<file path="config.mk">
export PLATFORM = sky130hd
export DESIGN_NAME = rsbw_write_access
export DESIGN_NICKNAME = d
export VERILOG_FILES = /design/src/design/rsbw_pkg.sv /design/src/design/rsbw_write_access.sv
export SDC_FILE = /design/constraint.sdc
export NUM_CORES = 1
export LEC_CHECK = 0
export CORE_ASPECT_RATIO = 1.2
export CORE_MARGIN = 2
export CORE_UTILIZATION = 46
export DETAILED_ROUTE_END_ITERATION = 7
export DONT_BUFFER_PORTS = 1
export PLACE_DENSITY = 0.7
export SYNTH_ARGS = -nofsm -noshare
export SYNTH_HDL_FRONTEND = slang
export SYNTH_SLANG_ARGS = --single-unit
</file>
<file path="constraint.sdc">
create_clock -name i_clock -period 7.9 [get_ports i_clock]
set_clock_uncertainty 0.15 [all_clocks]
set_input_delay 0.395 -clock i_clock [delete_from_list [all_inputs] [get_ports i_clock]]
set_output_delay 0.395 -clock i_clock [all_outputs]
set_load 0.05 [all_outputs]
</file>
<file path="src/design/rsbw_pkg.sv">
// Package: constants and types for the timekeeper/SRAM bus write path
package rsbw_pkg;
  localparam logic [6:0] RSBW_CTRL_ADDR  = 7'h6f;
  localparam logic [6:0] RSBW_PROT_ADDR  = 7'h57;
  localparam logic [7:0] RSBW_REG_FIRST  = 8'h00;
  localparam logic [7:0] RSBW_REG_LAST   = 8'h1f;
  localparam logic [7:0] RSBW_SRAM_FIRST = 8'h20;
  localparam logic [7:0] RSBW_SRAM_LAST  = 8'h5f;
  localparam logic [7:0] RSBW_WEEKDAY_CODE_ADDR = 8'h03;
  localparam logic [7:0] RSBW_DN_MIN     = 8'h18;
  localparam logic [7:0] RSBW_DN_HOUR    = 8'h19;
  localparam logic [7:0] RSBW_DN_DATE    = 8'h1a;
  localparam logic [7:0] RSBW_DN_MONTH   = 8'h1b;
  localparam logic [7:0] RSBW_UP_MIN     = 8'h1c;
  localparam logic [7:0] RSBW_UP_HOUR    = 8'h1d;
  localparam logic [7:0] RSBW_UP_DATE    = 8'h1e;
  localparam logic [7:0] RSBW_UP_MONTH   = 8'h1f;
  localparam logic [7:0] RSBW_MIN_MASK   = 8'h7f;
  localparam logic [7:0] RSBW_HOUR_MASK  = 8'h7f;
  localparam logic [7:0] RSBW_DATE_MASK  = 8'h3f;
  localparam logic [7:0] RSBW_MONTH_MASK = 8'hff;
  localparam logic [7:0] RSBW_STAMP_RST  = 8'h00;
  localparam int         RSBW_FLAG_BIT   = 4;
  localparam int         RSBW_VBEN_BIT   = 3;
  localparam int         RSBW_OSC_BIT    = 5;
  localparam logic [7:0] RSBW_WEEKDAY_CODE_MASK = 8'h0f;
  localparam logic [3:0] RSBW_BIT_LAST   = 4'h8;

  typedef enum logic [2:0] {
    RSBW_IDLE = 3'b000,
    RSBW_CTRL = 3'b001,
    RSBW_ADDR = 3'b010,
    RSBW_DATA = 3'b011,
    RSBW_ACK  = 3'b100,
    RSBW_SKIP = 3'b101
  } rsbw_state_t;

  // Current time as presented by the timekeeping counters
  typedef struct packed {
    logic [7:0] minutes;
    logic [7:0] hours;
    logic [7:0] date;
    logic [7:0] month;
  } rsbw_time_t;

  // Stamp date: tens 5-4, ones 3-0
  typedef struct packed {
    logic [1:0] pad;
    logic [1:0] day_tens_digit;
    logic [3:0] day_ones_digit;
  } rsbw_day_t;

  // Stamp month: weekday 7-5, month tens 4, month ones 3-0
  typedef struct packed {
    logic [2:0] weekday_code;
    logic       month_tens_digit;
    logic [3:0] month_ones_digit;
  } rsbw_month_t;
endpackage

</file>
<file path="src/design/rsbw_write_access.sv">
// Two-wire target write path into timekeeper registers and backed SRAM
`timescale 1ns/10ps
`default_nettype none

module rsbw_write_access
(
  input  wire logic              i_clock,
  input  wire logic              i_rst,
  input  wire logic              i_scl,
  input  wire logic              i_sda,
  output logic                   o_sda_oe,
  output logic                   o_sda_out,
  input  wire logic              i_on_backup,
  input  wire rsbw_pkg::rsbw_time_t i_now,
  input  wire logic              i_osc_running,
  output logic [7:0]             o_pointer,
  output logic                   o_supply_loss_flag,
  output logic                   o_backup_input_enable,
  output rsbw_pkg::rsbw_day_t    o_dn_day,
  output rsbw_pkg::rsbw_month_t  o_dn_month,
  output rsbw_pkg::rsbw_day_t    o_up_day,
  output rsbw_pkg::rsbw_month_t  o_up_month,
  output logic                   o_wr_strobe,
  output logic [7:0]             o_wr_addr,
  output logic [7:0]             o_wr_data
);

  // Pin synchronisers
  logic [1:0] scl_sync_ff;
  logic [1:0] sda_sync_ff;
  logic [1:0] bkp_sync_ff;
  logic       scl_prev_ff;
  logic       sda_prev_ff;
  logic       bkp_prev_ff;

  always_ff @(posedge i_clock)
  begin
    if (i_rst)
    begin
      scl_sync_ff <= 2'h3;
      sda_sync_ff <= 2'h3;
      bkp_sync_ff <= 2'h0;
      scl_prev_ff <= 1'h1;
      sda_prev_ff <= 1'h1;
      bkp_prev_ff <= 1'h0;
    end
    else
    begin
      scl_sync_ff <= {scl_sync_ff[0], i_scl};
      sda_sync_ff <= {sda_sync_ff[0], i_sda};
      bkp_sync_ff <= {bkp_sync_ff[0], i_on_backup};
      scl_prev_ff <= scl_sync_ff[1];
      sda_prev_ff <= sda_sync_ff[1];
      bkp_prev_ff <= bkp_sync_ff[1];
    end
  end

  logic scl_s;
  logic sda_s;
  logic on_bkp;
  logic scl_rise;
  logic scl_fall;
  logic start_cond;
  logic stop_cond;
  assign scl_s      = scl_sync_ff[1];
  assign sda_s      = sda_sync_ff[1];
  assign on_bkp     = bkp_sync_ff[1];
  assign scl_rise   = scl_s & ~scl_prev_ff;
  assign scl_fall   = ~scl_s & scl_prev_ff;
  assign start_cond = scl_s & scl_prev_ff & sda_prev_ff & ~sda_s;
  assign stop_cond  = scl_s & scl_prev_ff & ~sda_prev_ff & sda_s;

  // Bus engine
  rsbw_pkg::rsbw_state_t state_ff;
  rsbw_pkg::rsbw_state_t after_ack_ff;
  logic [7:0] shift_ff;
  logic [3:0] bit_cnt_ff;
  logic [7:0] pointer_ff;
  logic       ack_ff;
  logic       ack_seen_ff;
  logic       wr_strobe_ff;
  logic [7:0] wr_addr_ff;
  logic [7:0] wr_data_ff;
  logic [7:0] nxt_pointer;
  logic [7:0] inc_pointer;
  logic       byte_done;

  assign byte_done = scl_rise &&
                     (bit_cnt_ff == rsbw_pkg::RSBW_BIT_LAST - 4'h1);

  always_comb
  begin
    inc_pointer = pointer_ff + 8'h01;
    if (pointer_ff == rsbw_pkg::RSBW_REG_LAST)
      inc_pointer = rsbw_pkg::RSBW_REG_FIRST;
    else if (pointer_ff == rsbw_pkg::RSBW_SRAM_LAST)
      inc_pointer = rsbw_pkg::RSBW_SRAM_FIRST;
  end

  always_ff @(posedge i_clock)
  begin
    if (i_rst || on_bkp || start_cond || stop_cond)
    begin
      // Backup blocks the bus; start restarts the byte count
      state_ff    <= (start_cond && !on_bkp && !i_rst) ?
                     rsbw_pkg::RSBW_CTRL : rsbw_pkg::RSBW_IDLE;
      after_ack_ff <= rsbw_pkg::RSBW_IDLE;
      bit_cnt_ff  <= 4'h0;
      shift_ff    <= 8'h00;
      ack_ff      <= 1'b0;
      ack_seen_ff <= 1'b0;
    end
    else
    begin
      unique case (state_ff)
        rsbw_pkg::RSBW_IDLE: ;
        rsbw_pkg::RSBW_CTRL, rsbw_pkg::RSBW_ADDR, rsbw_pkg::RSBW_DATA,
        rsbw_pkg::RSBW_SKIP:
        begin
          if (scl_rise)
          begin
            shift_ff   <= {shift_ff[6:0], sda_s};
            bit_cnt_ff <= bit_cnt_ff + 4'h1;
          end
          if (byte_done)
          begin
            bit_cnt_ff <= 4'h0;
            unique case (state_ff)
              rsbw_pkg::RSBW_CTRL:
              begin
                // Reads and protected area are not served here
                if ({shift_ff[6:0], sda_s} ==
                    {rsbw_pkg::RSBW_CTRL_ADDR, 1'b0})
                begin
                  ack_ff       <= 1'b1;
                  after_ack_ff <= rsbw_pkg::RSBW_ADDR;
                  state_ff     <= rsbw_pkg::RSBW_ACK;
                end
                else
                  state_ff <= rsbw_pkg::RSBW_IDLE;
              end
              rsbw_pkg::RSBW_ADDR:
              begin
                if ({shift_ff[6:0], sda_s} > rsbw_pkg::RSBW_SRAM_LAST)
                begin
                  ack_ff       <= 1'b0;
                  after_ack_ff <= rsbw_pkg::RSBW_SKIP;
                end
                else
                begin
                  ack_ff       <= 1'b1;
                  after_ack_ff <= rsbw_pkg::RSBW_DATA;
                end
                state_ff <= rsbw_pkg::RSBW_ACK;
              end
              rsbw_pkg::RSBW_DATA:
              begin
                ack_ff       <= 1'b1;
                after_ack_ff <= rsbw_pkg::RSBW_DATA;
                state_ff     <= rsbw_pkg::RSBW_ACK;
              end
              default:
              begin
                ack_ff       <= 1'b0;
                after_ack_ff <= rsbw_pkg::RSBW_SKIP;
                state_ff     <= rsbw_pkg::RSBW_ACK;
              end
            endcase
          end
        end
        rsbw_pkg::RSBW_ACK:
        begin
          // Ack bit spans ninth clock; release after its falling edge
          if (scl_rise)
            ack_seen_ff <= 1'b1;
          if (scl_fall && ack_seen_ff)
          begin
            ack_ff      <= 1'b0;
            ack_seen_ff <= 1'b0;
            state_ff    <= after_ack_ff;
          end
        end
        default: state_ff <= rsbw_pkg::RSBW_IDLE;
      endcase
    end
  end

  // Pointer load and write strobe, taken at the last data bit
  always_ff @(posedge i_clock)
  begin
    if (i_rst)
    begin
      pointer_ff   <= rsbw_pkg::RSBW_REG_FIRST;
      wr_strobe_ff <= 1'b0;
      wr_addr_ff   <= 8'h00;
      wr_data_ff   <= 8'h00;
    end
    else
    begin
      wr_strobe_ff <= 1'b0;
      if (byte_done && !on_bkp && !start_cond && !stop_cond)
      begin
        if (state_ff == rsbw_pkg::RSBW_ADDR)
          pointer_ff <= {shift_ff[6:0], sda_s};
        else if (state_ff == rsbw_pkg::RSBW_DATA)
        begin
          wr_strobe_ff <= 1'b1;
          wr_addr_ff   <= pointer_ff;
          wr_data_ff   <= {shift_ff[6:0], sda_s};
          pointer_ff   <= inc_pointer;
        end
      end
    end
  end

  // SRAM: no reset, writes independent of timekeeping updates
  logic [7:0] sram_mem [0:63];
  always_ff @(posedge i_clock)
  begin
    if (wr_strobe_ff && wr_addr_ff >= rsbw_pkg::RSBW_SRAM_FIRST)
      sram_mem[wr_addr_ff[5:0]] <= wr_data_ff;
  end

  // Power flags and stamp registers
  logic       flag_ff;
  logic       vben_ff;
  logic [7:0] stamp_ff [0:7];
  logic       reg_wr;
  logic       loss_evt;
  logic       return_evt;
  logic [2:0] sidx;
  logic [7:0] smask;
  logic [7:0] weekday_code_byte;
  logic       up_pend_ff;
  logic       stamp_clr;
  logic       dn_log;
  logic       up_log;

  assign reg_wr     = wr_strobe_ff && (wr_addr_ff <= rsbw_pkg::RSBW_REG_LAST);
  assign loss_evt   = on_bkp & ~bkp_prev_ff;
  assign return_evt = ~on_bkp & bkp_prev_ff;
  assign sidx       = wr_addr_ff[2:0];
  assign weekday_code_byte = {2'b00, i_osc_running, flag_ff, vben_ff, 3'b000};
  assign stamp_clr  = reg_wr && wr_addr_ff == rsbw_pkg::RSBW_WEEKDAY_CODE_ADDR &&
                      !wr_data_ff[rsbw_pkg::RSBW_FLAG_BIT];
  assign dn_log     = loss_evt && vben_ff && !flag_ff;
  assign up_log     = return_evt && up_pend_ff;

  // Return stamp belongs to the loss that set the flag
  always_ff @(posedge i_clock)
  begin
    if (i_rst)
      up_pend_ff <= 1'b0;
    else if (dn_log)
      up_pend_ff <= 1'b1;
    else if (up_log || stamp_clr)
      up_pend_ff <= 1'b0;
  end

  always_comb
  begin
    unique case (sidx[1:0])
      2'b00:   smask = rsbw_pkg::RSBW_MIN_MASK;
      2'b01:   smask = rsbw_pkg::RSBW_HOUR_MASK;
      2'b10:   smask = rsbw_pkg::RSBW_DATE_MASK;
      default: smask = rsbw_pkg::RSBW_MONTH_MASK;
    endcase
  end

  always_ff @(posedge i_clock)
  begin
    if (i_rst)
    begin
      flag_ff <= 1'b0;
      vben_ff <= 1'b0;
    end
    else if (dn_log)
      flag_ff <= 1'b1;
    else if (reg_wr && wr_addr_ff == rsbw_pkg::RSBW_WEEKDAY_CODE_ADDR)
    begin
      flag_ff <= flag_ff & wr_data_ff[rsbw_pkg::RSBW_FLAG_BIT];
      vben_ff <= wr_data_ff[rsbw_pkg::RSBW_VBEN_BIT];
    end
  end

  always_ff @(posedge i_clock)
  begin
    // Logging wins over a clear in the same cycle
    if (i_rst || (stamp_clr && !dn_log && !up_log))
    begin
      for (int k = 0; k < 8; k++)
        stamp_ff[k] <= rsbw_pkg::RSBW_STAMP_RST;
    end
    else if (dn_log || up_log)
    begin
      // Lower set for power-down, upper for power-up
      stamp_ff[{up_log, 2'b00}] <= i_now.minutes & rsbw_pkg::RSBW_MIN_MASK;
      stamp_ff[{up_log, 2'b01}] <= i_now.hours & rsbw_pkg::RSBW_HOUR_MASK;
      stamp_ff[{up_log, 2'b10}] <= i_now.date & rsbw_pkg::RSBW_DATE_MASK;
      stamp_ff[{up_log, 2'b11}] <= i_now.month;
    end
    else if (reg_wr && wr_addr_ff >= rsbw_pkg::RSBW_DN_MIN)
      stamp_ff[sidx] <= wr_data_ff & smask;
  end

  // Outputs
  always_ff @(posedge i_clock)
  begin
    if (i_rst)
    begin
      o_sda_oe              <= 1'b0;
      o_sda_out             <= 1'b0;
      o_pointer             <= 8'h00;
      o_supply_loss_flag    <= 1'b0;
      o_backup_input_enable <= 1'b0;
      o_dn_day              <= '0;
      o_dn_month            <= '0;
      o_up_day              <= '0;
      o_up_month            <= '0;
      o_wr_strobe           <= 1'b0;
      o_wr_addr             <= 8'h00;
      o_wr_data             <= 8'h00;
    end
    else
    begin
      // Open drain: enable only pulls low
      // Pull only once SCL is low: a pull while the eighth bit is
      // still high would look like a start condition
      o_sda_oe              <= ack_ff && state_ff == rsbw_pkg::RSBW_ACK &&
                               (ack_seen_ff || scl_rise || !scl_s) &&
                               !on_bkp;
      o_sda_out             <= 1'b0;
      o_pointer             <= pointer_ff;
      o_supply_loss_flag    <= weekday_code_byte[rsbw_pkg::RSBW_FLAG_BIT];
      o_backup_input_enable <= weekday_code_byte[rsbw_pkg::RSBW_VBEN_BIT];
      o_dn_day              <= stamp_ff[3'h2];
      o_dn_month            <= stamp_ff[3'h3];
      o_up_day              <= stamp_ff[3'h6];
      o_up_month            <= stamp_ff[3'h7];
      o_wr_strobe           <= wr_strobe_ff;
      o_wr_addr             <= wr_addr_ff;
      o_wr_data             <= wr_data_ff;
    end
  end

endmodule // rsbw_write_access

`default_nettype wire

</file>
==> impl_metrics.prom <==
# TYPE chip_impl_metric gauge
chip_impl_info{name="worstPathCellList",value="or4b_4 > or4b_4 > o21ai_0"} 1
chip_impl_metric{name="grt_overflow",unit=""} 0
chip_impl_metric{name="hold_violations",unit=""} 0
chip_impl_metric{name="largest_net_degree_at_the_start_of_global_routing",unit=""} 95
chip_impl_metric{name="layout.cells.non_filler",unit=""} 658
chip_impl_info{name="setup.worst_path.class",value="flop to flop"} 1
chip_impl_info{name="synth_top_area_cell",value="sky130_fd_sc_hd__dfxtp_1"} 1
chip_impl_info{name="setup.worst_path.end",value="stamp_ff[7][1]$_DFFE_PP_"} 1
chip_impl_metric{name="setup_viol",unit=""} 0
chip_impl_metric{name="worstMarginPinSlew",unit="ns"} 1.19
chip_impl_metric{name="numPortBuffers",unit=""} 0
chip_impl_metric{name="fmax",unit="MHz"} 335
chip_impl_metric{name="ys_seq_elements",unit=""} 148
chip_impl_metric{name="clock_insertion_delay_worst_skew",unit="ns"} 0.41
chip_impl_metric{name="combPwrFrac",unit=""} 0.026
chip_impl_metric{name="post_synthesis_mean_instance_area",unit="um2"} 11.3
chip_impl_metric{name="synth_top_cell_area_share",unit=""} 0.411
chip_impl_metric{name="regArea",unit="um2"} 3310
chip_impl_metric{name="critPathMaxFanout",unit=""} 8
chip_impl_metric{name="mapped_area",unit="um2"} 5500
chip_impl_metric{name="met2_capacity_usage_during_global_routing",unit=""} 0.304
chip_impl_metric{name="vias_in_the_first_global_route",unit=""} 3519
chip_impl_metric{name="nets",unit=""} 527
chip_impl_metric{name="drive_above_1_share",unit=""} 0.0880
chip_impl_metric{name="timing.max_slew.rel_slack",unit=""} 0.200
chip_impl_metric{name="power.density_cell_area",unit="nW/um2"} 262
chip_impl_metric{name="critical_path_depth",unit=""} 3
chip_impl_metric{name="swShare",unit=""} 0.226
chip_impl_metric{name="p_clk_frac",unit=""} 0.466
chip_impl_metric{name="synth.yosys.seq_area_share",unit=""} 0.602
chip_impl_metric{name="r2r_setup_slack",unit="ns"} 4.92
chip_impl_metric{name="timing_max_transition_violations_final",unit=""} 0
chip_impl_metric{name="largest_register_ff_count",unit=""} 32
chip_impl_metric{name="cts_max_level",unit=""} 4
chip_impl_metric{name="detail_route.iter0.violations",unit=""} 159
chip_impl_metric{name="reg2regPathDepth",unit=""} 3
chip_impl_info{name="cp_top_family",value="simple AND/OR/NAND/NOR gates"} 1
chip_impl_info{name="startpoint",value="wr_addr_ff[7]$_SDFFE_PP0P_"} 1
chip_impl_info{name="cp_common_cell",value="sky130_fd_sc_hd__or4b_4"} 1
chip_impl_metric{name="starting_density",unit=""} 0.474
chip_impl_info{name="rr_endpoint",value="stamp_ff[7][1]$_DFFE_PP_"} 1
chip_impl_metric{name="p_int",unit="uW"} 1260
chip_impl_metric{name="num_vias",unit=""} 3620
chip_impl_metric{name="hpwlAfterDp",unit="um"} 7300
chip_impl_metric{name="die_width",unit="um"} 104
chip_impl_metric{name="dieArea",unit="um2"} 12900
chip_impl_metric{name="gp_routability_congestion",unit=""} 0.864
chip_impl_metric{name="cap_viol_max_count",unit=""} 0
chip_impl_metric{name="final_antenna_net_count",unit=""} 0
chip_impl_metric{name="seq_power_share",unit=""} 0.508
chip_impl_metric{name="die_y",unit="um"} 124
chip_impl_metric{name="routedWlPerCell",unit="um"} 16.4
chip_impl_metric{name="drcViolationCount",unit=""} 0
chip_impl_metric{name="final.setup.tns",unit="ns"} 0
chip_impl_metric{name="core_region_area",unit="um2"} 11600
chip_impl_info{name="cts_root_buf",value="sky130_fd_sc_hd__clkbuf_16"} 1
chip_impl_metric{name="synth_enable_flop_cells",unit=""} 35
chip_impl_metric{name="grt_use_total",unit=""} 0.175
chip_impl_info{name="unrepaired_setup_endpoints_after_global_routing",value="false"} 1
chip_impl_metric{name="grt_util_met1",unit=""} 0.193
chip_impl_info{name="tritoncts_clock_tree",value="built"} 1
chip_impl_info{name="synthTopCellsByArea",value="sky130_fd_sc_hd__dfxtp_1 (41%), sky130_fd_sc_hd__edfxtp_1 (19%), sky130_fd_sc_hd__nor2b_1 (7.0%)"} 1
chip_impl_metric{name="async_flop_share",unit=""} 0
chip_impl_metric{name="dr.pass1.iters",unit=""} 5
chip_impl_info{name="grt.busiest_layer",value="met2"} 1
chip_impl_metric{name="critPathArrivalTime",unit="ns"} 2.85
chip_impl_metric{name="smallest_hold_slack",unit="ns"} 0.0314
chip_impl_metric{name="power.net_switching",unit="uW"} 369
chip_impl_metric{name="multi_input_area",unit="um2"} 2060
chip_impl_metric{name="worst_path_largest_cell_delay",unit="ns"} 0.96
chip_impl_metric{name="pre_cts_ws",unit="ns"} 4.89
chip_impl_metric{name="rows",unit=""} 43
chip_impl_metric{name="cts.sinks",unit=""} 148
chip_impl_info{name="synth_ff_type",value="sky130_fd_sc_hd__dfxtp_1"} 1
chip_impl_metric{name="clock_tree.buffer_depth",unit=""} 2
chip_impl_metric{name="power_leakage",unit="uW"} 0.00236
chip_impl_metric{name="final_critical_path_setup_slack",unit="ns"} 4.92
chip_impl_metric{name="cp_num_buf_inv",unit=""} 0
chip_impl_metric{name="synth_cells",unit=""} 486
chip_impl_metric{name="global_route_wire_length_before_repair",unit="um"} 17600
chip_impl_metric{name="ios",unit=""} 99
chip_impl_metric{name="initial_antenna_violation_count",unit=""} 0
chip_impl_info{name="r2r_start",value="wr_addr_ff[7]$_SDFFE_PP0P_"} 1
chip_impl_metric{name="numCtsBuffers",unit=""} 17
chip_impl_metric{name="n_fill_cell",unit=""} 1032
chip_impl_metric{name="placed_cells_incl_taps",unit=""} 621
chip_impl_metric{name="post_synthesis_cell_type_count",unit=""} 58
chip_impl_info{name="max_flop_register",value="stamp_ff"} 1
chip_impl_metric{name="globalRouteMet3Util",unit=""} 0.0602
chip_impl_metric{name="ir_worst_vdd",unit="mV"} 0.138
chip_impl_metric{name="shortest_clock_period_the_worst_path_allows_after_layout",unit="ns"} 2.98
chip_impl_info{name="cp-end-kind",value="flop"} 1
chip_impl_metric{name="area_growth",unit="%"} 13.3
chip_impl_info{name="critical-path-slowest-cell",value="sky130_fd_sc_hd__o21ai_0"} 1
chip_impl_metric{name="required_time_worst_endpoint",unit="ns"} 7.77
chip_impl_metric{name="avgViaCountPerCell",unit=""} 5.50
chip_impl_metric{name="post-route-period-util",unit=""} 0.378
chip_impl_metric{name="ys_warn_count",unit=""} 0
chip_impl_info{name="critical_path.startpoint_type",value="flop"} 1
chip_impl_info{name="status",value="finished clean"} 1
chip_impl_metric{name="worst_setup_hold_path_clk_slew",unit="ns"} 0.06
chip_impl_metric{name="final_core_util",unit=""} 0.537
chip_impl_metric{name="sum_of_routed_wire_length_over_all_layers",unit="um"} 10800
chip_impl_info{name="hold_path_class",value="input port to flop"} 1
chip_impl_metric{name="worst_hold_path.num_cells",unit=""} 2
power groups by stage:
stage / combinational, uW / clock, uW / sequential (uW)
floorplan: 38.5 / 0 / 837
global placement: 32.1 / 0 / 845
detailed placement: 33.1 / 0 / 845
CTS: 42.9 / 779 / 829
global route: 47.2 / 811 / 831
finish: 42.5 / 762 / 829
worst reg2reg max path, delay by kind of cell (launching register included):
| kind | cells | cell delay [ns] |
|---|---|---|
| compound gates | 1 | 0.96 |
| simple gates | 2 | 1.17 |
| flops | 1 | 0.32 |
logic make-up after synthesis:
| group | Yosys count | share of synthesized area |
|---|---|---|
| fa+ha+maj | 2 | 0.00455 |
| simple gates | 192 | 0.210 |
| flops | 148 | 0.602 |
| compound gates | 82 | 0.109 |
| mux | 25 | 0.0455 |
| other cells | 1 | 0.000681 |
| buf+inv | 34 | 0.0257 |
| xor+xnor | 2 | 0.00318 |
worst min-delay path by stage:
stage                              startpoint                         to
floorplan           scl_sync_ff[0]$_SDFF_PP1_  scl_sync_ff[1]$_SDFF_PP1_
global placement    scl_sync_ff[0]$_SDFF_PP1_  scl_sync_ff[1]$_SDFF_PP1_
detailed placement  scl_sync_ff[0]$_SDFF_PP1_  scl_sync_ff[1]$_SDFF_PP1_
CTS                                     i_rst    up_pend_ff$_SDFFE_PP0P_
global route                            i_rst      state_ff[0]$_DFFE_PP_
finish                                  i_rst    up_pend_ff$_SDFFE_PP0P_
what timing repair did:
action / CTS / global route
setup buffers: 0 / 0
gates resized for setup: 0 / 0
hold buffers: 4 / 0
hold endpoints to repair: 94 / 0
setup endpoints to repair: 0 / 0
layout make-up:
cell class / count / area share
Antenna cell: 1 / 0.000401
Sequential cell: 148 / 0.531
Clock inverter: 12 / 0.0187
Multi-Input combinational cell: 308 / 0.331
Clock buffer: 20 / 0.0734
Inverter: 8 / 0.00481
Tap cell: 157 / 0.0315
Timing Repair Buffer: 4 / 0.00923
placed cells by master, fill, tap and decap left out, drive strengths merged, types with 13 or more instances in the layout:
master  Yosys  routed
dfxtp     113     113
nor2b      62      62
nor2       39      39
edfxtp     35      35
a22o       27      27
mux2i      25      25
clkbuf     21      20
nand2      16      16
o21ai      14      14
a21oi      13      13
inv         8      13
metrics by stage:
step / power (uW) / cell area [um2]
5_1_grt: 1690 / 6240
4_1_cts: 1650 / 6240
3_5_place_dp: 879 / 5600
2_1_floorplan: 876 / 5520
6_report: 1630 / 6240
3_3_place_gp: 877 / 5600
cells in the mapped netlist (all sizes together) (3+ instances only):
master / count
or2: 8
clkbuf: 21
nor4b: 3
edfxtp: 35
nor3: 6
nand2b: 5
nand2: 16
o31a: 3
and3: 4
nor2b: 62
buf: 5
o21ai: 14
and2: 4
mux2i: 25
a21oi: 13
a211oi: 4
a22o: 27
nor4bb: 3
nor3b: 7
nand3b: 5
nand3: 11
nor2: 39
a31oi: 4
or4: 4
nand4b: 3
a221oi: 4
dfxtp: 113
inv: 8
per-layer routing:
metal / part of all wire / vias to the layer above / routed length (um)
li1: - / 1736 / -
met1: 0.40 / 1724 / 4320
met2: 0.49 / 132 / 5330
met3: 0.073 / 28 / 785
met4: 0.033 / 0 / 355
met5: 0 / - / 0
No activity file was read; power rests on OpenSTA's default activity.
